**config.mk**
```make
export PLATFORM = sky130hd
export DESIGN_NAME = mec_counter
export DESIGN_NICKNAME = d
export VERILOG_FILES = /design/src/verilog/mec_pkg.sv /design/src/verilog/mec_match_store.sv /design/src/verilog/mec_counter.sv
export SDC_FILE = /design/constraint.sdc
export NUM_CORES = 1
export LEC_CHECK = 0
export BUFFER_PORTS_ARGS = -buffer_cell sky130_fd_sc_hd__buf_2
export CAP_MARGIN = 20
export CORE_MARGIN = 2
export CORE_UTILIZATION = 49
export CTS_CLUSTER_SIZE = 30
export DETAILED_ROUTE_END_ITERATION = 6
export MAX_ROUTING_LAYER = met4
export PLACE_DENSITY = 0.76
export SLEW_MARGIN = 20
export SYNTH_ARGS = -nofsm -noshare
export SYNTH_HDL_FRONTEND = slang
export SYNTH_SLANG_ARGS = --single-unit
```
**constraint.sdc**
```tcl
create_clock -name clk_in -period 2.04 [get_ports clk_in]
set_clock_uncertainty 0.2 [all_clocks]
set_input_delay 0.102 -clock clk_in [delete_from_list [all_inputs] [get_ports clk_in]]
set_output_delay 0.102 -clock clk_in [all_outputs]
set_load 0.1 [all_outputs]
```
**src/verilog/mec_pkg.sv**
```systemverilog
package mec_pkg;

  // ------------------------------------------------------------------
  // widths and reset values
  // ------------------------------------------------------------------
  localparam int          MEC_CNT_W     = 16;
  localparam logic [15:0] MEC_CNT_RST   = 16'h0000;
  localparam logic [15:0] MEC_CNT_STEP  = 16'h0001;
  localparam int          MEC_ENTRIES   = 2;

  // ------------------------------------------------------------------
  // source selections
  // ------------------------------------------------------------------
  typedef enum logic {
    MEC_CLK_PIN  = 1'b0,
    MEC_CLK_CAP1 = 1'b1
  } mec_clk_sel_t;

  typedef enum logic [1:0] {
    MEC_RST_NONE  = 2'h0,
    MEC_RST_PIN   = 2'h1,
    MEC_RST_CAP0  = 2'h2,
    MEC_RST_MATCH = 2'h3
  } mec_rst_sel_t;

  // one entry of the event match store
  typedef struct packed {
    logic        valid;
    logic        reset_cnt;
    logic        raise_irq;
    logic [15:0] value;
  } mec_entry_t;

  // sampled external event sensors
  typedef struct packed {
    logic counter_clock_pin;
    logic counter_reset_pin;
    logic cap0;
    logic cap1;
  } mec_pins_t;

endpackage

```
**src/verilog/mec_match_store.sv**
```systemverilog
`timescale 1ns/100ps
module mec_match_store
  import mec_pkg::*;
#(
  parameter int DEPTH = MEC_ENTRIES
) (
  input  wire logic                     clk_in,
  input  wire logic                     arst_n_in,
  input  wire logic                     wr_en_in,
  input  wire logic [$clog2(DEPTH)-1:0] wr_idx_in,
  input  wire mec_entry_t               wr_data_in,
  input  wire logic                     clr_en_in,
  input  wire logic [$clog2(DEPTH)-1:0] clr_idx_in,
  output mec_entry_t                    entry_out [DEPTH]
);

  if (DEPTH < MEC_ENTRIES) begin : g_bad_depth
    $error("mec_match_store: depth below two");
  end

  mec_entry_t mem_r   [DEPTH];
  mec_entry_t mem_nxt [DEPTH];

  // ------------------------------------------------------------------
  // entry update; a write beats a same-cycle clear
  // ------------------------------------------------------------------
  always_comb begin
    for (int i = 0; i < DEPTH; i++) begin
      mem_nxt[i] = mem_r[i];
      if (clr_en_in && clr_idx_in == i[$clog2(DEPTH)-1:0]) begin
        mem_nxt[i].valid = 1'b0;
      end
      if (wr_en_in && wr_idx_in == i[$clog2(DEPTH)-1:0]) begin
        mem_nxt[i] = wr_data_in;
      end
    end
  end

  genvar g;
  generate
    for (g = 0; g < DEPTH; g++) begin : g_ent
      always_ff @(posedge clk_in or negedge arst_n_in) begin
        if (!arst_n_in) begin
          mem_r[g] <= '0;
        end else begin
          mem_r[g] <= mem_nxt[g];
        end
      end
      assign entry_out[g] = mem_r[g];
    end
  endgenerate

endmodule

```
**src/verilog/mec_counter.sv**
```systemverilog
`timescale 1ns/100ps
// ------------------------------------------------------------------
// Overview of operation
// - match entry can reset counter at value
// - zero-count interrupt; software reloads store, two entries
// - reset pin rising edge clears counter
// - capture zero resets, interrupts, records time
// - capture zero has its own interrupt
// - capture one clocks counter, edges time-stamped
// - match at count triggers programmed action
// ------------------------------------------------------------------
module mec_counter
  import mec_pkg::*;
#(
  parameter int CNT_W = MEC_CNT_W,
  parameter int DEPTH = MEC_ENTRIES
) (
  input  wire logic                     clk_in,
  input  wire logic                     arst_n_in,
  input  wire mec_pins_t                pins_in,
  input  wire logic [CNT_W-1:0]         time_base_in,
  input  wire mec_clk_sel_t             clk_sel_in,
  input  wire mec_rst_sel_t             rst_sel_in,
  input  wire logic                     ms_wr_en_in,
  input  wire logic [$clog2(DEPTH)-1:0] ms_wr_idx_in,
  input  wire mec_entry_t               ms_wr_data_in,
  input  wire logic                     zero_irq_en_in,
  output logic [CNT_W-1:0]              count_out,
  output logic                          cap0_irq_out,
  output logic [CNT_W-1:0]              cap0_time_out,
  output logic                          cap1_stamp_out,
  output logic [CNT_W-1:0]              cap1_time_out,
  output logic                          zero_irq_out,
  output logic                          match_action_out,
  output logic [$clog2(DEPTH)-1:0]      match_idx_out
);

  // the match store only compares full 16-bit words
  if (CNT_W != MEC_CNT_W) begin : g_bad_width
    $error("mec_counter: width must be 16");
  end
  // a reset entry plus a reload entry need two slots
  if (DEPTH < MEC_ENTRIES) begin : g_bad_depth
    $error("mec_counter: depth below two");
  end

  // ------------------------------------------------------------------
  // state
  // ------------------------------------------------------------------
  mec_pins_t                pins_q_r,   pins_q_nxt;
  logic [CNT_W-1:0]         count_r,    count_nxt;
  logic                     cap0_irq_r, cap0_irq_nxt;
  logic [CNT_W-1:0]         cap0_t_r,   cap0_t_nxt;
  logic                     cap1_st_r,  cap1_st_nxt;
  logic [CNT_W-1:0]         cap1_t_r,   cap1_t_nxt;
  logic                     zero_r,     zero_nxt;
  logic                     act_r,      act_nxt;
  logic [$clog2(DEPTH)-1:0] idx_r,      idx_nxt;
  logic                     clr_en;
  logic [$clog2(DEPTH)-1:0] clr_idx;
  mec_entry_t               ent [DEPTH];

  // entries are one-shot, software reloads them (e.g. at zero)
  mec_match_store #(
    .DEPTH (DEPTH)
  ) u_store (
    .clk_in     (clk_in),
    .arst_n_in  (arst_n_in),
    .wr_en_in   (ms_wr_en_in),
    .wr_idx_in  (ms_wr_idx_in),
    .wr_data_in (ms_wr_data_in),
    .clr_en_in  (clr_en),
    .clr_idx_in (clr_idx),
    .entry_out  (ent)
  );

  // ------------------------------------------------------------------
  // edge detection
  // ------------------------------------------------------------------
  // history clears low, the idle level of every sensor line
  logic clk_edge;
  logic pin_rst_edge;
  logic cap0_edge;
  logic cap1_edge;

  always_comb begin
    pins_q_nxt = pins_in;
  end

  always_ff @(posedge clk_in or negedge arst_n_in) begin
    if (!arst_n_in) begin
      pins_q_r <= '0;
    end else begin
      pins_q_r <= pins_q_nxt;
    end
  end

  always_comb begin
    pin_rst_edge = pins_in.counter_reset_pin & ~pins_q_r.counter_reset_pin;
    cap0_edge    = pins_in.cap0 & ~pins_q_r.cap0;
    cap1_edge    = pins_in.cap1 & ~pins_q_r.cap1;
    case (clk_sel_in)
      MEC_CLK_PIN: begin
        clk_edge = pins_in.counter_clock_pin & ~pins_q_r.counter_clock_pin;
      end
      MEC_CLK_CAP1: begin
        clk_edge = cap1_edge;
      end
      default: begin
        clk_edge = 1'b0;
      end
    endcase
  end

  // ------------------------------------------------------------------
  // match search over the store
  // ------------------------------------------------------------------
  localparam int IDX_W = $clog2(DEPTH);

  logic [DEPTH-1:0] ent_hit;
  logic             hit;
  logic             hit_rst;
  logic             hit_irq;

  genvar g;
  generate
    for (g = 0; g < DEPTH; g++) begin : g_cmp
      assign ent_hit[g] = ent[g].valid && ent[g].value == count_r;
    end
  endgenerate

  // lowest index wins; the hit entry is spent at the same edge
  always_comb begin
    hit     = 1'b0;
    hit_rst = 1'b0;
    hit_irq = 1'b0;
    clr_idx = '0;
    for (int i = DEPTH - 1; i >= 0; i--) begin
      if (ent_hit[i]) begin
        hit     = 1'b1;
        hit_rst = ent[i].reset_cnt;
        hit_irq = ent[i].raise_irq;
        clr_idx = i[IDX_W-1:0];
      end
    end
    clr_en = hit;
  end

  // ------------------------------------------------------------------
  // counter
  // ------------------------------------------------------------------
  // a reset outranks a counting edge in the same cycle
  always_comb begin
    count_nxt = count_r;
    if (clk_edge) begin
      count_nxt = count_r + MEC_CNT_STEP;
    end
    case (rst_sel_in)
      MEC_RST_PIN: begin
        if (pin_rst_edge) begin
          count_nxt = MEC_CNT_RST;
        end
      end
      MEC_RST_CAP0: begin
        if (cap0_edge) begin
          count_nxt = MEC_CNT_RST;
        end
      end
      MEC_RST_MATCH: begin
        if (hit && hit_rst) begin
          count_nxt = MEC_CNT_RST;
        end
      end
      default: ;
    endcase
  end

  always_ff @(posedge clk_in or negedge arst_n_in) begin
    if (!arst_n_in) begin
      count_r <= MEC_CNT_RST;
    end else begin
      count_r <= count_nxt;
    end
  end

  // ------------------------------------------------------------------
  // captures
  // ------------------------------------------------------------------
  // capture zero keeps its own interrupt whatever the reset choice
  always_comb begin
    cap0_irq_nxt = cap0_edge;
    cap0_t_nxt   = cap0_t_r;
    cap1_st_nxt  = cap1_edge;
    cap1_t_nxt   = cap1_t_r;
    if (cap0_edge) begin
      cap0_t_nxt = time_base_in;
    end
    if (cap1_edge) begin
      cap1_t_nxt = time_base_in;
    end
  end

  always_ff @(posedge clk_in or negedge arst_n_in) begin
    if (!arst_n_in) begin
      cap0_irq_r <= 1'b0;
      cap0_t_r   <= '0;
      cap1_st_r  <= 1'b0;
      cap1_t_r   <= '0;
    end else begin
      cap0_irq_r <= cap0_irq_nxt;
      cap0_t_r   <= cap0_t_nxt;
      cap1_st_r  <= cap1_st_nxt;
      cap1_t_r   <= cap1_t_nxt;
    end
  end

  // ------------------------------------------------------------------
  // events
  // ------------------------------------------------------------------
  // zero interrupt on entry to zero, by wrap or by reset
  always_comb begin
    zero_nxt = 1'b0;
    if (zero_irq_en_in && count_nxt == MEC_CNT_RST &&
        count_r != MEC_CNT_RST) begin
      zero_nxt = 1'b1;
    end
    act_nxt = hit && (hit_irq || !hit_rst);
    idx_nxt = idx_r;
    if (hit) begin
      idx_nxt = clr_idx;
    end
  end

  always_ff @(posedge clk_in or negedge arst_n_in) begin
    if (!arst_n_in) begin
      zero_r <= 1'b0;
      act_r  <= 1'b0;
      idx_r  <= '0;
    end else begin
      zero_r <= zero_nxt;
      act_r  <= act_nxt;
      idx_r  <= idx_nxt;
    end
  end

  assign count_out        = count_r;
  assign cap0_irq_out     = cap0_irq_r;
  assign cap0_time_out    = cap0_t_r;
  assign cap1_stamp_out   = cap1_st_r;
  assign cap1_time_out    = cap1_t_r;
  assign zero_irq_out     = zero_r;
  assign match_action_out = act_r;
  assign match_idx_out    = idx_r;

endmodule

```
== After elaboration in Yosys (flattened, before gate mapping) ==
Index checks and enable logic that the tools add are counted.

* Logic and storage cells: 71
* Output and inout port bits: 53
* Flip-flop bits (word level): 95
* Input bits: 47

* Equal/unequal tests: 5
* Reduce and logical (&&, ||, !) cells: 16
* $add $sub $neg: 1
* Multiplexer cells: 18
* Bitwise gates (word level): 11

{| class="wikitable"
|+ Operators with widths
! operator !! number
|-
| 2-to-1 mux 16 bit || 4
|-
| case mux 16 bit (3 select lines) || 1
|-
| 2-to-1 mux 19 bit || 2
|-
| equality test 16 bit || 2
|-
| adder 16 x 1 -> 16 bit (second input constant) || 1
|-
| logical NOT 16 bit || 1
|-
| nonzero test 16 bit || 1
|-
| logical AND 1 bit || 10
|-
| 2-to-1 mux 1 bit || 10
|-
| inverter 1 bit || 7
|-
| AND 1 bit || 4
|-
| equality test 2 bit (second input constant) || 2
|-
| nonzero test 2 bit || 2
|-
| equality test 2 x 1 -> 1 bit (second input constant) || 1
|-
| case mux 1 bit (2 select lines) || 1
|-
| logical NOT 1 bit || 1
|-
| logical OR 1 bit || 1
|}

== Logic depth before layout (Yosys ltp) ==
Gate-level depths: netlist of run 1.

* Word-level depth: 11
* Depth in mapped cells: 8
* Depth with buffers taken out: 7

== By module ==
From an unflattened synthesis of run 1, not the netlist that was laid out.

* Cell total of the unflattened synthesis: 363
* Area, all modules: 4505.6 µm²

{| class="wikitable"
|+ Modules (own cells, without submodules)
! module !! seq. area each (µm²) !! cells an instance !! times used !! area an instance (µm²)
|-
| mec_counter || 1426.4 || 278 || 1 || 3025.4
|-
| mec_match_store || 950.9 || 85 || 1 || 1480.2
|}

== Worst setup path before layout of run 1 ==
No wires, ideal clock.

* Path kind: reg-to-reg
* Start: reg count_r[10] (netlist: count_out[10])
* End: reg count_r[12] (netlist: count_out[12])
* Stages on the path, launching flop included: 9
* Period minus slack after synthesis: 2.623 ns
* Arrival time: 2.299 ns
* Data required time: 1.716 ns
* Buffers on the path: 2
* Library setup time: 0.124 ns
* Slack: -0.583 ns
* Cells stage by stage: dfrtp_1 -> buf_2 -> xnor2_1 -> nand4_1 -> nor3_1 -> and2_1 -> o31ai_4 -> buf_2 -> nor2_1

* Word-level cells in the longest chain between the ends: 7
* Elaborated cells between the ends (all ways): 15
* Classes of those cells: 1 x add/sub; 2 x eq/ne; 9 x mux; 3 x reduce/logical

{| class="wikitable"
|+ RTL lines
! item !! RTL line !! text
|-
| start: declaration || mec_counter.sv:51 || <nowiki>logic [CNT_W-1:0] count_r, count_nxt;</nowiki>
|-
| start signal: assignment || mec_counter.sv:182 || <nowiki>count_r <= count_nxt;</nowiki>
|-
| parallel branches: the longest is 6 deep, another holds adder 16 x 1 -> 16 bit || n/a ||
|-
| case mux 16 bit (3 select lines) (*) || mec_counter.sv:158 || <nowiki>case (rst_sel_in)</nowiki>
|-
| via count_nxt[12] || mec_counter.sv:51 ||
|}

Mark *: on every way through the listed nets, which the timed path passes.
A chain may end at the register's enable or synchronous reset.

== Worst setup path in the final report of run 1 ==
* Start: reg count_r[1] (netlist: count_out[1])
* End: reg count_r[14] (netlist: count_out[14])

The elaborated chain is that of the path after synthesis.

==> reports/summary.md, run 1 <==
• adder-cell area share of the yosys netlist: 0.005647
• number of search-and-repair iterations in the first detailed-routing pass: 4
• part of the power in registers: 0.397
• final weighted congestion in routability-driven placement: 0.9177
• final wirelength: 11810 um
• Setup WS post-layout: -91.70 ps
• Internal: 3.481 mW
• first-pass GRT wire length: 18490 um
• max_cap viols: 0
• Horiz. Die Dim: 99.10 um
• Top-Level Pins: 100
• wire length per cell after detailed routing: 18.36 um
• final worst hold slack: 85.95 ps
• count of clock tree sinks: 95
• number of instances in the synthesized netlist: 354
• Antenna Cells: 0
• number of slew-limit violations in the final report: 0
• worst skew pair latency: 360 ps
• register bit count reported by yosys: 95
• multiplexer fraction of the synthesized cell area: 0.1773
• shortest clock period the worst path allows after layout: 2132 ps
• PortBufs: 99
• share of synthesized cell area in and, or, nand and nor gates: 0.1107
• total global routing overflow: 0
• part of the cycle the worst path needs: 1.045
• dominant combinational cell family by area after synthesis: multiplexers
• share of synthesized area occupied by flip-flops and latches: 0.5364
• count of standard-cell rows: 34
• Hold WC Path Type: in -> async
• length of routed met2 wiring: 5936 um
• cell area power density: 942.2 mW/mm^2
• Routed met3 length: 550 um
• crit-path max FO: 8
• reg-to-reg setup timing slack: -90 ps
• xor and xnor area share after synthesis: 0.1008
• Setup violations, final: 17
• effective utilization at floorplan: 0.5057
• Setup CP Type: reg -> reg
• worst endpoint required time: 2090 ps
• layout filler cell count: 615
• Synth Flop Type: sky130_fd_sc_hd__dfrtp_1
• Synth Warn #: 0
• number of antenna violations at the first check in global routing: 0
• number of nets with antenna violations after routing: 0
• compound-gate portion of the synthesized area: 0.03755
• EDFF count, synth: 0
• Tot Pwr: 5.935 mW
• total nets after synthesis: 403
• type of destination of the critical path: register
• Syn Std Cell Area: 0.004432 sq mm
• average cell area after synthesis: 12.52 sq um
• cell chosen for the clock root: sky130_fd_sc_hd__clkbuf_8
• ratio of cells with drive above 1 in the final layout: 0.5477
• Highest Clock Rate: 0.4691 GHz
• violation count after the first detailed-route iteration: 136
• setup repair after global routing missed its margin: true
• FF-to-FF path depth: 7
• WL met1: 5186 um
• vias in the first global route: 3784
• highest metal layer with signal wires: met4
• violated checks: negative setup slack
• via count of the routed design: 3476
• result of the run: complete, but fails checks
• endpoint of the worst register-to-register path: count_out[14]
• fraction of registers with async set or reset after synthesis: 1.000
• fraction of power spent switching nets: 0.4134
• total DRC errors in the routed layout: 0
• count of nets after finishing: 579
• number of CTS-inserted buffers: 9
• endpoint arrival time on the critical path: 2180 ps
• peak supply drop: 646.2 uV
• Fin Setup TNS: -987.6 ps
• proportion of power drawn by combinational gates: 0.384
• Max transition margin: 0.6023
• H-Tree Depth: 3
• average via count per standard cell: 5.406
• CTS tree: done
• Core Area: 0.008763 sq mm
• unique cell type count in the Yosys netlist: 47
• placed wire-length estimate after detailed placement: 7853 um
• Longest Clk Path Bufs: 2
• fin area: 0.006299 sq mm
• total net switching power: 2.454 mW
• DIE AREA: 0.009821 sq mm
• area post-placement: 0.005369 sq mm
• Critical Path Source Type: register
• Hold Vio Cnt, Final: 0
• origin of the critical flop-to-flop path: count_out[1]
• aggregate global-route resource usage: 0.2474
• largest net degree at the start of global routing: 44
• layout overhead on the synthesized area: 42.12%
• clock share of power: 0.219
• Clock Pin Slew Worst Setup and Hold Paths: 90 ps
• measured slew at the worst slew-check pin: 596.5 ps
• overall die height: 99.10 um
• Static Leakage: 2.817 nW
power groups by stage:
stage / clock network [mW] / registers (mW) / logic [mW]
6_report: 1.30 / 2.36 / 2.28
5_1_grt: 1.40 / 2.39 / 2.38
4_1_cts: 1.32 / 2.35 / 2.16
3_5_place_dp: 0 / 2.38 / 2.08
3_3_place_gp: 0 / 2.37 / 2.04
2_1_floorplan: 0 / 3.33 / 0.658
flip-flops by register name, indices dropped and copies added, names as in the netlist, 4 cells and up:
register and cells:
u_store.entry_out 38, cap0_time_out 16, cap1_time_out 16, count_out 16, pins_q_r 4
cells by family after synthesis:
| group | Yosys count |
|---|---|
| AO/OA/AOI/OAI | 18 |
| XOR/XNOR | 51 |
| buffers and inverters | 26 |
| adder cells (fa/ha/maj) | 2 |
| flip-flops | 95 |
| AND/OR/NAND/NOR | 92 |
| multiplexers | 70 |
cell usage after synthesis, types with 4 or more instances:
master,instances,area [sq um]
sky130_fd_sc_hd__and3_1,4,25.02
sky130_fd_sc_hd__buf_2,4,20.02
sky130_fd_sc_hd__buf_4,10,75.07
sky130_fd_sc_hd__clkbuf_1,4,15.01
sky130_fd_sc_hd__dfrtp_1,95,2377
sky130_fd_sc_hd__inv_1,5,18.77
sky130_fd_sc_hd__mux2_2,68,765.7
sky130_fd_sc_hd__nand2_1,18,67.56
sky130_fd_sc_hd__nand3_1,11,55.05
sky130_fd_sc_hd__nand4_1,9,56.30
sky130_fd_sc_hd__nor2_1,23,86.33
sky130_fd_sc_hd__nor3_1,4,20.02
sky130_fd_sc_hd__xnor2_1,38,332.8
sky130_fd_sc_hd__xor2_1,13,113.9
through the flow:
stage                     cells    util  setup slack [ps]
final                       643  0.7187            -91.70
after global routing        643  0.7187            -168.6
after CTS                   639  0.6953            -40.85
after detailed placement    576  0.6127            -63.81
after global placement      576  0.6127            -30.88
after floorplan             354       -            -153.1
cell type report:
cell class / instances / area [sq um] / share of cell area
sequential: 95 / 2432 / 0.3862
multi-input combinational: 233 / 2202 / 0.3496
timing repair buffer: 186 / 1305 / 0.2072
clock buffer: 11 / 141.4 / 0.02245
tap: 108 / 135.1 / 0.02145
clock inverter: 5 / 63.81 / 0.01013
inverter: 5 / 18.77 / 0.002980
per-layer routing:
| metal | up-vias | GRT usage |
|---|---|---|
| met5 | - | - |
| met4 | 0 | 0.08114 |
| met3 | 15 | 0.03584 |
| met2 | 114 | 0.4064 |
| met1 | 1773 | 0.3188 |
| li1 | 1574 | - |
worst max-delay path, cell delays in order, from the launching register on:
cell and delay [ps]:
sky130_fd_sc_hd__dfrtp_4 540, sky130_fd_sc_hd__xnor2_1 220, sky130_fd_sc_hd__nand4_1 180, sky130_fd_sc_hd__nor3_2 180, sky130_fd_sc_hd__nand2_2 100, sky130_fd_sc_hd__o31ai_4 300
sky130_fd_sc_hd__clkbuf_16 250, sky130_fd_sc_hd__nor2_1 50
what timing repair did:
action                                  CTS  global route
setup buffers                             4             3
gates resized for setup                  10            35
cloned                                    0             1
endpoints found under the setup margin   19            21
endpoints found under the hold margin   136             0
hold buffers                             43             0
pin swaps                                 7            19
how the worst max path moves through the flow:
stage	start	endpoint	slack [ps]	cells past startpoint
2_1_floorplan	count_out[0]	count_out[12]	-150	8
3_3_place_gp	count_out[0]	match_action_out	-30	7
3_5_place_dp	count_out[0]	match_action_out	-60	7
4_1_cts	pins_q_r[3]	zero_irq_out	-40	6
5_1_grt	count_out[1]	count_out[12]	-170	7
6_report	count_out[1]	count_out[14]	-90	7
layout by cell type, fill, tap and decap left out, types with 8 or more instances in the layout:
master / count
sky130_fd_sc_hd__xor2_1: 9
sky130_fd_sc_hd__xnor2_1: 23
sky130_fd_sc_hd__dlygate4sd3_1: 43
sky130_fd_sc_hd__nand3_1: 8
sky130_fd_sc_hd__mux2_2: 68
sky130_fd_sc_hd__clkbuf_8: 10
sky130_fd_sc_hd__nor2_4: 10
sky130_fd_sc_hd__dfrtp_4: 14
sky130_fd_sc_hd__xnor2_2: 15
sky130_fd_sc_hd__nand4_1: 9
sky130_fd_sc_hd__buf_2: 98
sky130_fd_sc_hd__nor2_1: 13
sky130_fd_sc_hd__nand2_1: 17
sky130_fd_sc_hd__buf_4: 41
sky130_fd_sc_hd__dfrtp_1: 79
(Power assumes the default switching activity.)
==> inputs of run 2 (changes only) <==
--- a/config.mk
+++ b/config.mk
@@ -8,11 +8,11 @@
 export BUFFER_PORTS_ARGS = -buffer_cell sky130_fd_sc_hd__buf_2
 export CAP_MARGIN = 20
 export CORE_MARGIN = 2
-export CORE_UTILIZATION = 49
+export CORE_UTILIZATION = 54
 export CTS_CLUSTER_SIZE = 30
 export DETAILED_ROUTE_END_ITERATION = 6
 export MAX_ROUTING_LAYER = met4
-export PLACE_DENSITY = 0.76
+export PLACE_DENSITY = 0.8
 export SLEW_MARGIN = 20
 export SYNTH_ARGS = -nofsm -noshare
 export SYNTH_HDL_FRONTEND = slang
==> constraint.sdc (replaced) <==
create_clock -name clk_in -period 1.98 [get_ports clk_in]
set_clock_uncertainty 0.2 [all_clocks]
set_input_delay 0.099 -clock clk_in [delete_from_list [all_inputs] [get_ports clk_in]]
set_output_delay 0.099 -clock clk_in [all_outputs]
set_load 0.1 [all_outputs]
==> run 2 against run 1 <==
Compared with the run above: the run still ends with negative setup slack left; clock-buffer cell count is the same; worst setup slack lost 210 ps; hold slack lost 53 ps; flip-flop and latch count is the same; fmax shrank 6.4%; utilization grew 8.2 points; largest power group unchanged; highest routed layer unchanged.
==> reports/summary.md, run 2 (synthesis gave the netlist of run 1 again) <==
• result of the run: complete, but fails checks, unchanged
• violated checks: negative setup slack, unchanged
• Highest Clock Rate: 0.4391 GHz, was 0.4691 GHz
• number of CTS-inserted buffers: 9, unchanged
• Core Area: 0.008093 sq mm, was 0.008763 sq mm
• crit path from: count_out[8], was count_out[1]
• Top-Level Pins: 100, unchanged
• register cell area after layout: 0.002432 sq mm, unchanged
• placed wire-length estimate after detailed placement: 7936 um, was 7853 um
• final cell utilization of the core: 0.8009, was 0.7187
• crit-path max FO: 13, was 8
• Fin Setup TNS: -4683 ps, was -987.6 ps
• final wirelength: 12770 um, was 11810 um
• origin of the critical flop-to-flop path: count_out[8], was count_out[1]
• ratio of cells with drive above 1 in the final layout: 0.5629, was 0.5477
• total DRC errors in the routed layout: 0, unchanged
• overall die height: 94.59 um, was 99.10 um
• Clock Pin Slew Worst Setup and Hold Paths: 100 ps, was 90 ps
• CTS tree: done, unchanged
• Hold WC Path Type: in -> async, unchanged
• Setup CP Type: reg -> reg, unchanged
• most frequent cells in the layout: 98 x sky130_fd_sc_hd__buf_2, 79 x sky130_fd_sc_hd__dfrtp_1, 68 x sky130_fd_sc_hd__mux2_2, 53 x sky130_fd_sc_hd__buf_4, 43 x sky130_fd_sc_hd__dlygate4sd3_1, was 98 x sky130_fd_sc_hd__buf_2, 79 x sky130_fd_sc_hd__dfrtp_1, 68 x sky130_fd_sc_hd__mux2_2, 43 x sky130_fd_sc_hd__dlygate4sd3_1, 41 x sky130_fd_sc_hd__buf_4
• via count of the routed design: 3652, was 3476
• wire length per cell after detailed routing: 19.32 um, was 18.36 um
• most common cell after layout, fill and taps aside: sky130_fd_sc_hd__buf_2, unchanged
• H-Tree Depth: 3, unchanged
• number of antenna violations at the first check in global routing: 0, unchanged
• cell area power density: 948.3 mW/mm^2, was 942.2 mW/mm^2
• measured slew at the worst slew-check pin: 496.5 ps, was 596.5 ps
• area taken by multi-input logic gates: 0.002197 sq mm, was 0.002202 sq mm
• total global routing overflow: 0, unchanged
• Static Leakage: 2.947 nW, was 2.817 nW
• DIE AREA: 0.008947 sq mm, was 0.009821 sq mm
• count of clock tree sinks: 95, unchanged
• Setup WS post-layout: -297.4 ps, was -91.70 ps
• largest net degree at the start of global routing: 45, was 44
• violation count after the first detailed-route iteration: 204, was 136
• aggregate global-route resource usage: 0.2877, was 0.2474
• part of the cycle the worst path needs: 1.150, was 1.045
• PortBufs: 99, unchanged
• Hold Vio Cnt, Final: 0, unchanged
• number of slew-limit violations in the final report: 0, unchanged
• count of nets after finishing: 600, was 579
• max_cap viols: 0, unchanged
• final weighted congestion in routability-driven placement: 0.9699, was 0.9177
• vias in the first global route: 3848, was 3784
• Longest Clk Path Bufs: 2, unchanged
• peak supply drop: 887.9 uV, was 646.2 uV
• worst endpoint required time: 2070 ps, was 2090 ps
• number of nets with antenna violations after routing: 0, unchanged
• cell chosen for the clock root: sky130_fd_sc_hd__clkbuf_8, unchanged
• shortest clock period the worst path allows after layout: 2277 ps, was 2132 ps
• Antenna Cells: 0, unchanged
• max reg flops: 38, unchanged
• layout overhead on the synthesized area: 46.25%, was 42.12%
• Critical Path Source Type: register, unchanged
• Horiz. Die Dim: 94.59 um, was 99.10 um
• setup repair after global routing missed its margin: true, unchanged
• Setup violations, final: 21, was 17
• number of search-and-repair iterations in the first detailed-routing pass: 5, was 4
• Max transition margin: 0.6675, was 0.6023
• first-pass GRT wire length: 18890 um, was 18490 um
• endpoint arrival time on the critical path: 2370 ps, was 2180 ps
• layout filler cell count: 476, was 615
• effective utilization at floorplan: 0.5476, was 0.5057
• count of standard-cell rows: 33, was 34
• type of destination of the critical path: register, unchanged
• average via count per standard cell: 5.525, was 5.406
• worst skew pair latency: 370 ps, was 360 ps
-- run 2: cell count changes in the layout (fill, tap and decap cells not counted), moves of 3 or more --
| cell | change |
|---|---|
| sky130_fd_sc_hd__nor2_1 | +7 |
| sky130_fd_sc_hd__xnor2_1 | -3 |
| sky130_fd_sc_hd__buf_6 | +8 |
| sky130_fd_sc_hd__xnor2_2 | +3 |
| sky130_fd_sc_hd__nor2_4 | -9 |
| sky130_fd_sc_hd__buf_4 | +12 |
-- run 2: metrics by stage --
stage               instances  setup slack (ps)  instance area (sq um)  power (mW)  hold WS [ps]
finish                    661            -297.4                   6481       6.146         33.21
global route              661            -291.2                   6481       6.359         97.36
CTS                       651            -161.1                   6289       6.008         46.72
detailed placement        583            -279.9                   5429       4.574        -104.2
global placement          583            -229.3                   5429       4.516        -114.1
floorplan                 354            -213.1                   4622       4.105        -396.6
-- run 2: final cells by class --
type	instances	area share
clock buffer	11	0.02181
clock inverter	5	0.01004
inverter	5	0.002896
multi-input combinational	233	0.3390
sequential	95	0.3753
tap	105	0.02027
timing repair buffer	207	0.2307
-- run 2: timing repair --
item	CTS	global route
gates resized for setup	26	20
endpoints found under the hold margin	171	0
endpoints found under the setup margin	18	21
hold buffers	43	0
pin swaps	22	21
buffers inserted	9	10
-- run 2: report_power, final --
| group | internal (mW) | total [mW] | switching (mW) |
|---|---|---|---|
| clock network | 0.630 | 1.33 | 0.700 |
| registers | 2.22 | 2.43 | 0.214 |
| logic | 0.762 | 2.39 | 1.63 |
-- run 2: layer usage --
metal | global-route usage | up-vias | wire [um]
met5 | - | - | 0
met4 | 0.09662 | 0 | 389
met3 | 0.05986 | 40 | 734
met2 | 0.4982 | 177 | 6669
met1 | 0.3353 | 1823 | 4978
li1 | - | 1612 | -
-- run 2: path summary, 6_finish.rpt --
kind,end,slack (ps),cells past startpoint
setup reg to reg,count_out[4],-300,7
setup / recovery,count_out[4],-300,7
hold / removal,count_out[4],30,2
hold reg to reg,cap1_time_out[4],310,1
max in group asynchronous,count_out[14],900,3
min in group clk_in,count_out[1],110,5
-- run 2: critical path: stages (launching register included) --
cell and delay, ps:
sky130_fd_sc_hd__dfrtp_4 510, sky130_fd_sc_hd__xnor2_1 230, sky130_fd_sc_hd__nand4_1 260, sky130_fd_sc_hd__nor3_2 310, sky130_fd_sc_hd__and2_4 240, sky130_fd_sc_hd__o31ai_4 110, sky130_fd_sc_hd__buf_12 180, sky130_fd_sc_hd__nor2_1 150
==> inputs of run 3 (changes only) <==
--- a/config.mk
+++ b/config.mk
@@ -16,4 +16,5 @@
 export SLEW_MARGIN = 20
 export SYNTH_ARGS = -nofsm -noshare
 export SYNTH_HDL_FRONTEND = slang
+export SYNTH_HIERARCHICAL = 1
 export SYNTH_SLANG_ARGS = --single-unit
==> run 3 against run 2 <==
Compared with the run above: the flow still finishes with violations (negative setup slack); worst setup slack lost 230 ps; final cell count shrank 1.2%; global-route usage shrank 0.87 points; synthesized cell count grew 2.5%; utilization shrank 3.1 points; hold slack gained 22 ps; non-clock buffer count shrank 11; routed wire length shrank 9.1%; critical path depth is the same; synthesized area grew 1.7%; clock power grew 9.8%.
==> reports/summary.md, run 3 <==
• Horiz. Die Dim: 95.35 um, was 94.59 um
• shortest clock period the worst path allows after layout: 2505 ps, was 2277 ps
• Setup violations, final: 21, unchanged
• number of instances in the synthesized netlist: 363, was 354
• number of slew-limit violations in the final report: 0, unchanged
• number of CTS-inserted buffers: 9, unchanged
• worst skew pair latency: 370 ps, about the same
• crit-path max FO: 5, was 13
• part of the power in registers: 0.403, was 0.395
• type of destination of the critical path: register, unchanged
• number of antenna violations at the first check in global routing: 0, unchanged
• count of nets after finishing: 592, was 600
• measured slew at the worst slew-check pin: 538.0 ps, was 496.5 ps
• number of nets with antenna violations after routing: 0, unchanged
• Tot Pwr: 5.859 mW, was 6.146 mW
• final cell count without fillers: 653, was 661
• count of standard-cell rows: 33, unchanged
• layout overhead on the synthesized area: 38.96%, was 46.25%
• cell chosen for the clock root: sky130_fd_sc_hd__clkbuf_8, unchanged
• average cell area after synthesis: 12.41 sq um, was 12.52 sq um
• Hold WC Path Type: in -> reg, was in -> async
• cell area power density: 935.8 mW/mm^2, was 948.3 mW/mm^2
• aggregate global-route resource usage: 0.2789, was 0.2877
• total nets after synthesis: 412, was 403
• Antenna Cells: 0, unchanged
• cell with the most instances after synthesis: sky130_fd_sc_hd__dfrtp_1, unchanged
• result of the run: complete, but fails checks, unchanged
• crit path from: count_out[14], was count_out[8]
• placed wire-length estimate after detailed placement: 7832 um, was 7936 um
• PortBufs: 99, unchanged
• Internal: 3.577 mW, was 3.608 mW
• Synth Warn #: 6, was 0
• final wirelength: 11610 um, was 12770 um
• Setup CP Type: reg -> reg, unchanged
• max_cap viols: 0, unchanged
• source of the worst hold timing path: clk_sel_in
• max reg flops: 38, unchanged
• final worst hold slack: 54.97 ps, was 33.21 ps
• most common cell after layout, fill and taps aside: sky130_fd_sc_hd__buf_2, unchanged
• EDFF count, synth: 0, unchanged
• vias in the first global route: 3661, was 3848
• Static Leakage: 2.858 nW, was 2.947 nW
• fraction of registers with async set or reset after synthesis: 1.000, unchanged
• via count of the routed design: 3499, was 3652
• setup repair after global routing missed its margin: true, unchanged
• violation count after the first detailed-route iteration: 215, was 204
• Highest Clock Rate: 0.3993 GHz, was 0.4391 GHz
• peak supply drop: 689.7 uV, was 887.9 uV
• Clock Pin Slew Worst Setup and Hold Paths: 90 ps, was 100 ps
• DIE AREA: 0.009091 sq mm, was 0.008947 sq mm
• register bit count reported by yosys: 95, unchanged
• Syn Std Cell Area: 0.004506 sq mm, was 0.004432 sq mm
• total net switching power: 2.282 mW, was 2.538 mW
• violated checks: negative setup slack, unchanged
• Critical Path Source Type: register, unchanged
• endpoint arrival time on the critical path: 2560 ps, was 2370 ps
• Top-Level Pins: 100, unchanged
• unique cell type count in the Yosys netlist: 50, was 47
• wire length per cell after detailed routing: 17.77 um, was 19.32 um
• first-pass GRT wire length: 18370 um, was 18890 um
• top post-synthesis cells by count: 95 x sky130_fd_sc_hd__dfrtp_1, 60 x sky130_fd_sc_hd__mux2_2, 31 x sky130_fd_sc_hd__xnor2_1, 21 x sky130_fd_sc_hd__nor2_1, 16 x sky130_fd_sc_hd__xor2_1, was 95 x sky130_fd_sc_hd__dfrtp_1, 68 x sky130_fd_sc_hd__mux2_2, 38 x sky130_fd_sc_hd__xnor2_1, 23 x sky130_fd_sc_hd__nor2_1, 18 x sky130_fd_sc_hd__nand2_1
• clock share of power: 0.249, was 0.216
• Longest Clk Path Bufs: 2, unchanged
• proportion of power drawn by combinational gates: 0.348, was 0.388
• final weighted congestion in routability-driven placement: 0.9063, was 0.9699
• library cell with the largest summed area after synthesis: sky130_fd_sc_hd__dfrtp_1, unchanged
• Synth Flop Type: sky130_fd_sc_hd__dfrtp_1, unchanged
• top cells by area in the synthesized netlist: sky130_fd_sc_hd__dfrtp_1 53%, sky130_fd_sc_hd__mux2_2 15%, sky130_fd_sc_hd__xnor2_1 6.0%, was sky130_fd_sc_hd__dfrtp_1 54%, sky130_fd_sc_hd__mux2_2 17%, sky130_fd_sc_hd__xnor2_1 7.5%
• area share of the largest cell type after synthesis: 0.5276, was 0.5364
• largest net degree at the start of global routing: 96, was 45
• Max transition margin: 0.6414, was 0.6675
• worst endpoint required time: 2040 ps, was 2070 ps
• share of synthesized area occupied by flip-flops and latches: 0.5276, was 0.5364
• effective utilization at floorplan: 0.5539, was 0.5476
• overall die height: 95.35 um, was 94.59 um
• Core Area: 0.008134 sq mm, was 0.008093 sq mm
• total DRC errors in the routed layout: 0, unchanged
• origin of the critical flop-to-flop path: count_out[14], was count_out[8]
• Hold Vio Cnt, Final: 0, unchanged
• number of search-and-repair iterations in the first detailed-routing pass: 4, was 5
• total global routing overflow: 0, unchanged
• Cell Count Post-Placement: 593, was 583
• count of clock tree sinks: 95, unchanged
• H-Tree Depth: 3, unchanged
• fraction of power spent switching nets: 0.3895, was 0.4130
• CTS tree: done, unchanged
• final cell utilization of the core: 0.7697, was 0.8009
• Setup WS post-layout: -524.6 ps, was -297.4 ps
• average via count per standard cell: 5.358, was 5.525
• most frequent cells in the layout: 98 x sky130_fd_sc_hd__buf_2, 79 x sky130_fd_sc_hd__dfrtp_1, 60 x sky130_fd_sc_hd__mux2_2, 51 x sky130_fd_sc_hd__buf_4, 43 x sky130_fd_sc_hd__dlygate4sd3_1, was 98 x sky130_fd_sc_hd__buf_2, 79 x sky130_fd_sc_hd__dfrtp_1, 68 x sky130_fd_sc_hd__mux2_2, 53 x sky130_fd_sc_hd__buf_4, 43 x sky130_fd_sc_hd__dlygate4sd3_1
• ratio of cells with drive above 1 in the final layout: 0.5201, was 0.5629
• part of the cycle the worst path needs: 1.265, was 1.150
run 3: cell count changes after synthesis, sizes merged, moves of 3 or more:
cell / delta
clkbuf: +6
nand2: -7
nand3b: +3
o21a: +3
xnor2: -6
xor2: +3
run 3: cell type report:
| class | instances | area [sq um] |
|---|---|---|
| flip-flops and latches | 95 | 2427 |
| multi-input cells | 234 | 2091 |
| fillers | 507 | 1873 |
| repair buffers | 196 | 1358 |
| clock buffers | 11 | 141.4 |
| well taps | 105 | 131.4 |
| clock inverters | 5 | 86.33 |
| inverters | 7 | 26.28 |
run 3: cell families after synthesis:
family                     synth area share
xor gates and xnor gates            0.09497
DFF                                  0.5276
buffers and inverters               0.04138
muxes                                0.1844
AOI/OAI and AO/OA                   0.04416
and+or+nand+nor                      0.1019
adders and majority gates          0.005553
run 3: power by group through the flow:
stage / sequential, mW / clock (mW) / combinational (mW)
finish: 2.36 / 1.46 / 2.04
floorplan: 3.27 / 0 / 0.566
CTS: 2.36 / 1.47 / 1.99
global placement: 2.38 / 0 / 1.88
global route: 2.39 / 1.55 / 2.12
detailed placement: 2.39 / 0 / 1.92
run 3: metrics by stage:
| step | cell area [sq um] | TNS [ps] | setup slack (ps) |
|---|---|---|---|
| final | 6261 | -9263 | -524.6 |
| after global routing | 6261 | -9819 | -556.3 |
| after CTS | 6167 | -7888 | -433.5 |
| after detailed placement | 5468 | -8264 | -445.7 |
| after global placement | 5468 | -6817 | -398.8 |
| after floorplan | 4626 | -10880 | -677.3 |
run 3: what timing repair did:
| item | CTS | global route |
|---|---|---|
| endpoints found under the hold margin | 171 | 0 |
| pin swaps | 3 | 3 |
| endpoints found under the setup margin | 21 | 21 |
| hold buffers | 43 | 0 |
| gates resized for setup | 8 | 24 |
| setup buffers | 1 | 0 |
run 3: worst paths after layout:
check | end | slack [ps] | cells after the start
worst max-delay path | zero_irq_out | -520 | 7
worst min-delay path | count_out[1] | 50 | 4
worst max register to register | zero_irq_out | -520 | 7
worst min register to register | u_store/entry_out[16] | 310 | 1
max in group asynchronous | count_out[2] | 1020 | 3
min in group asynchronous | u_store/entry_out[4] | 90 | 3
run 3: metal layers:
| metal | global-route usage | up-vias | wire length (um) |
|---|---|---|---|
| li1 | - | 1617 | - |
| met1 | 0.3337 | 1716 | 4628 |
| met2 | 0.4759 | 138 | 5988 |
| met3 | 0.05138 | 28 | 691 |
| met4 | 0.09541 | 0 | 297 |
| met5 | - | - | 0 |
run 3: critical path, stage by stage, from the launching register on:
cell and delay, ps:
sky130_fd_sc_hd__dfrtp_4 510, sky130_fd_sc_hd__xnor2_2 150, sky130_fd_sc_hd__nand4_1 170, sky130_fd_sc_hd__or4_4 590, sky130_fd_sc_hd__o2111a_1 270, sky130_fd_sc_hd__o21a_4 220
sky130_fd_sc_hd__o211a_1 200, sky130_fd_sc_hd__o21a_1 100
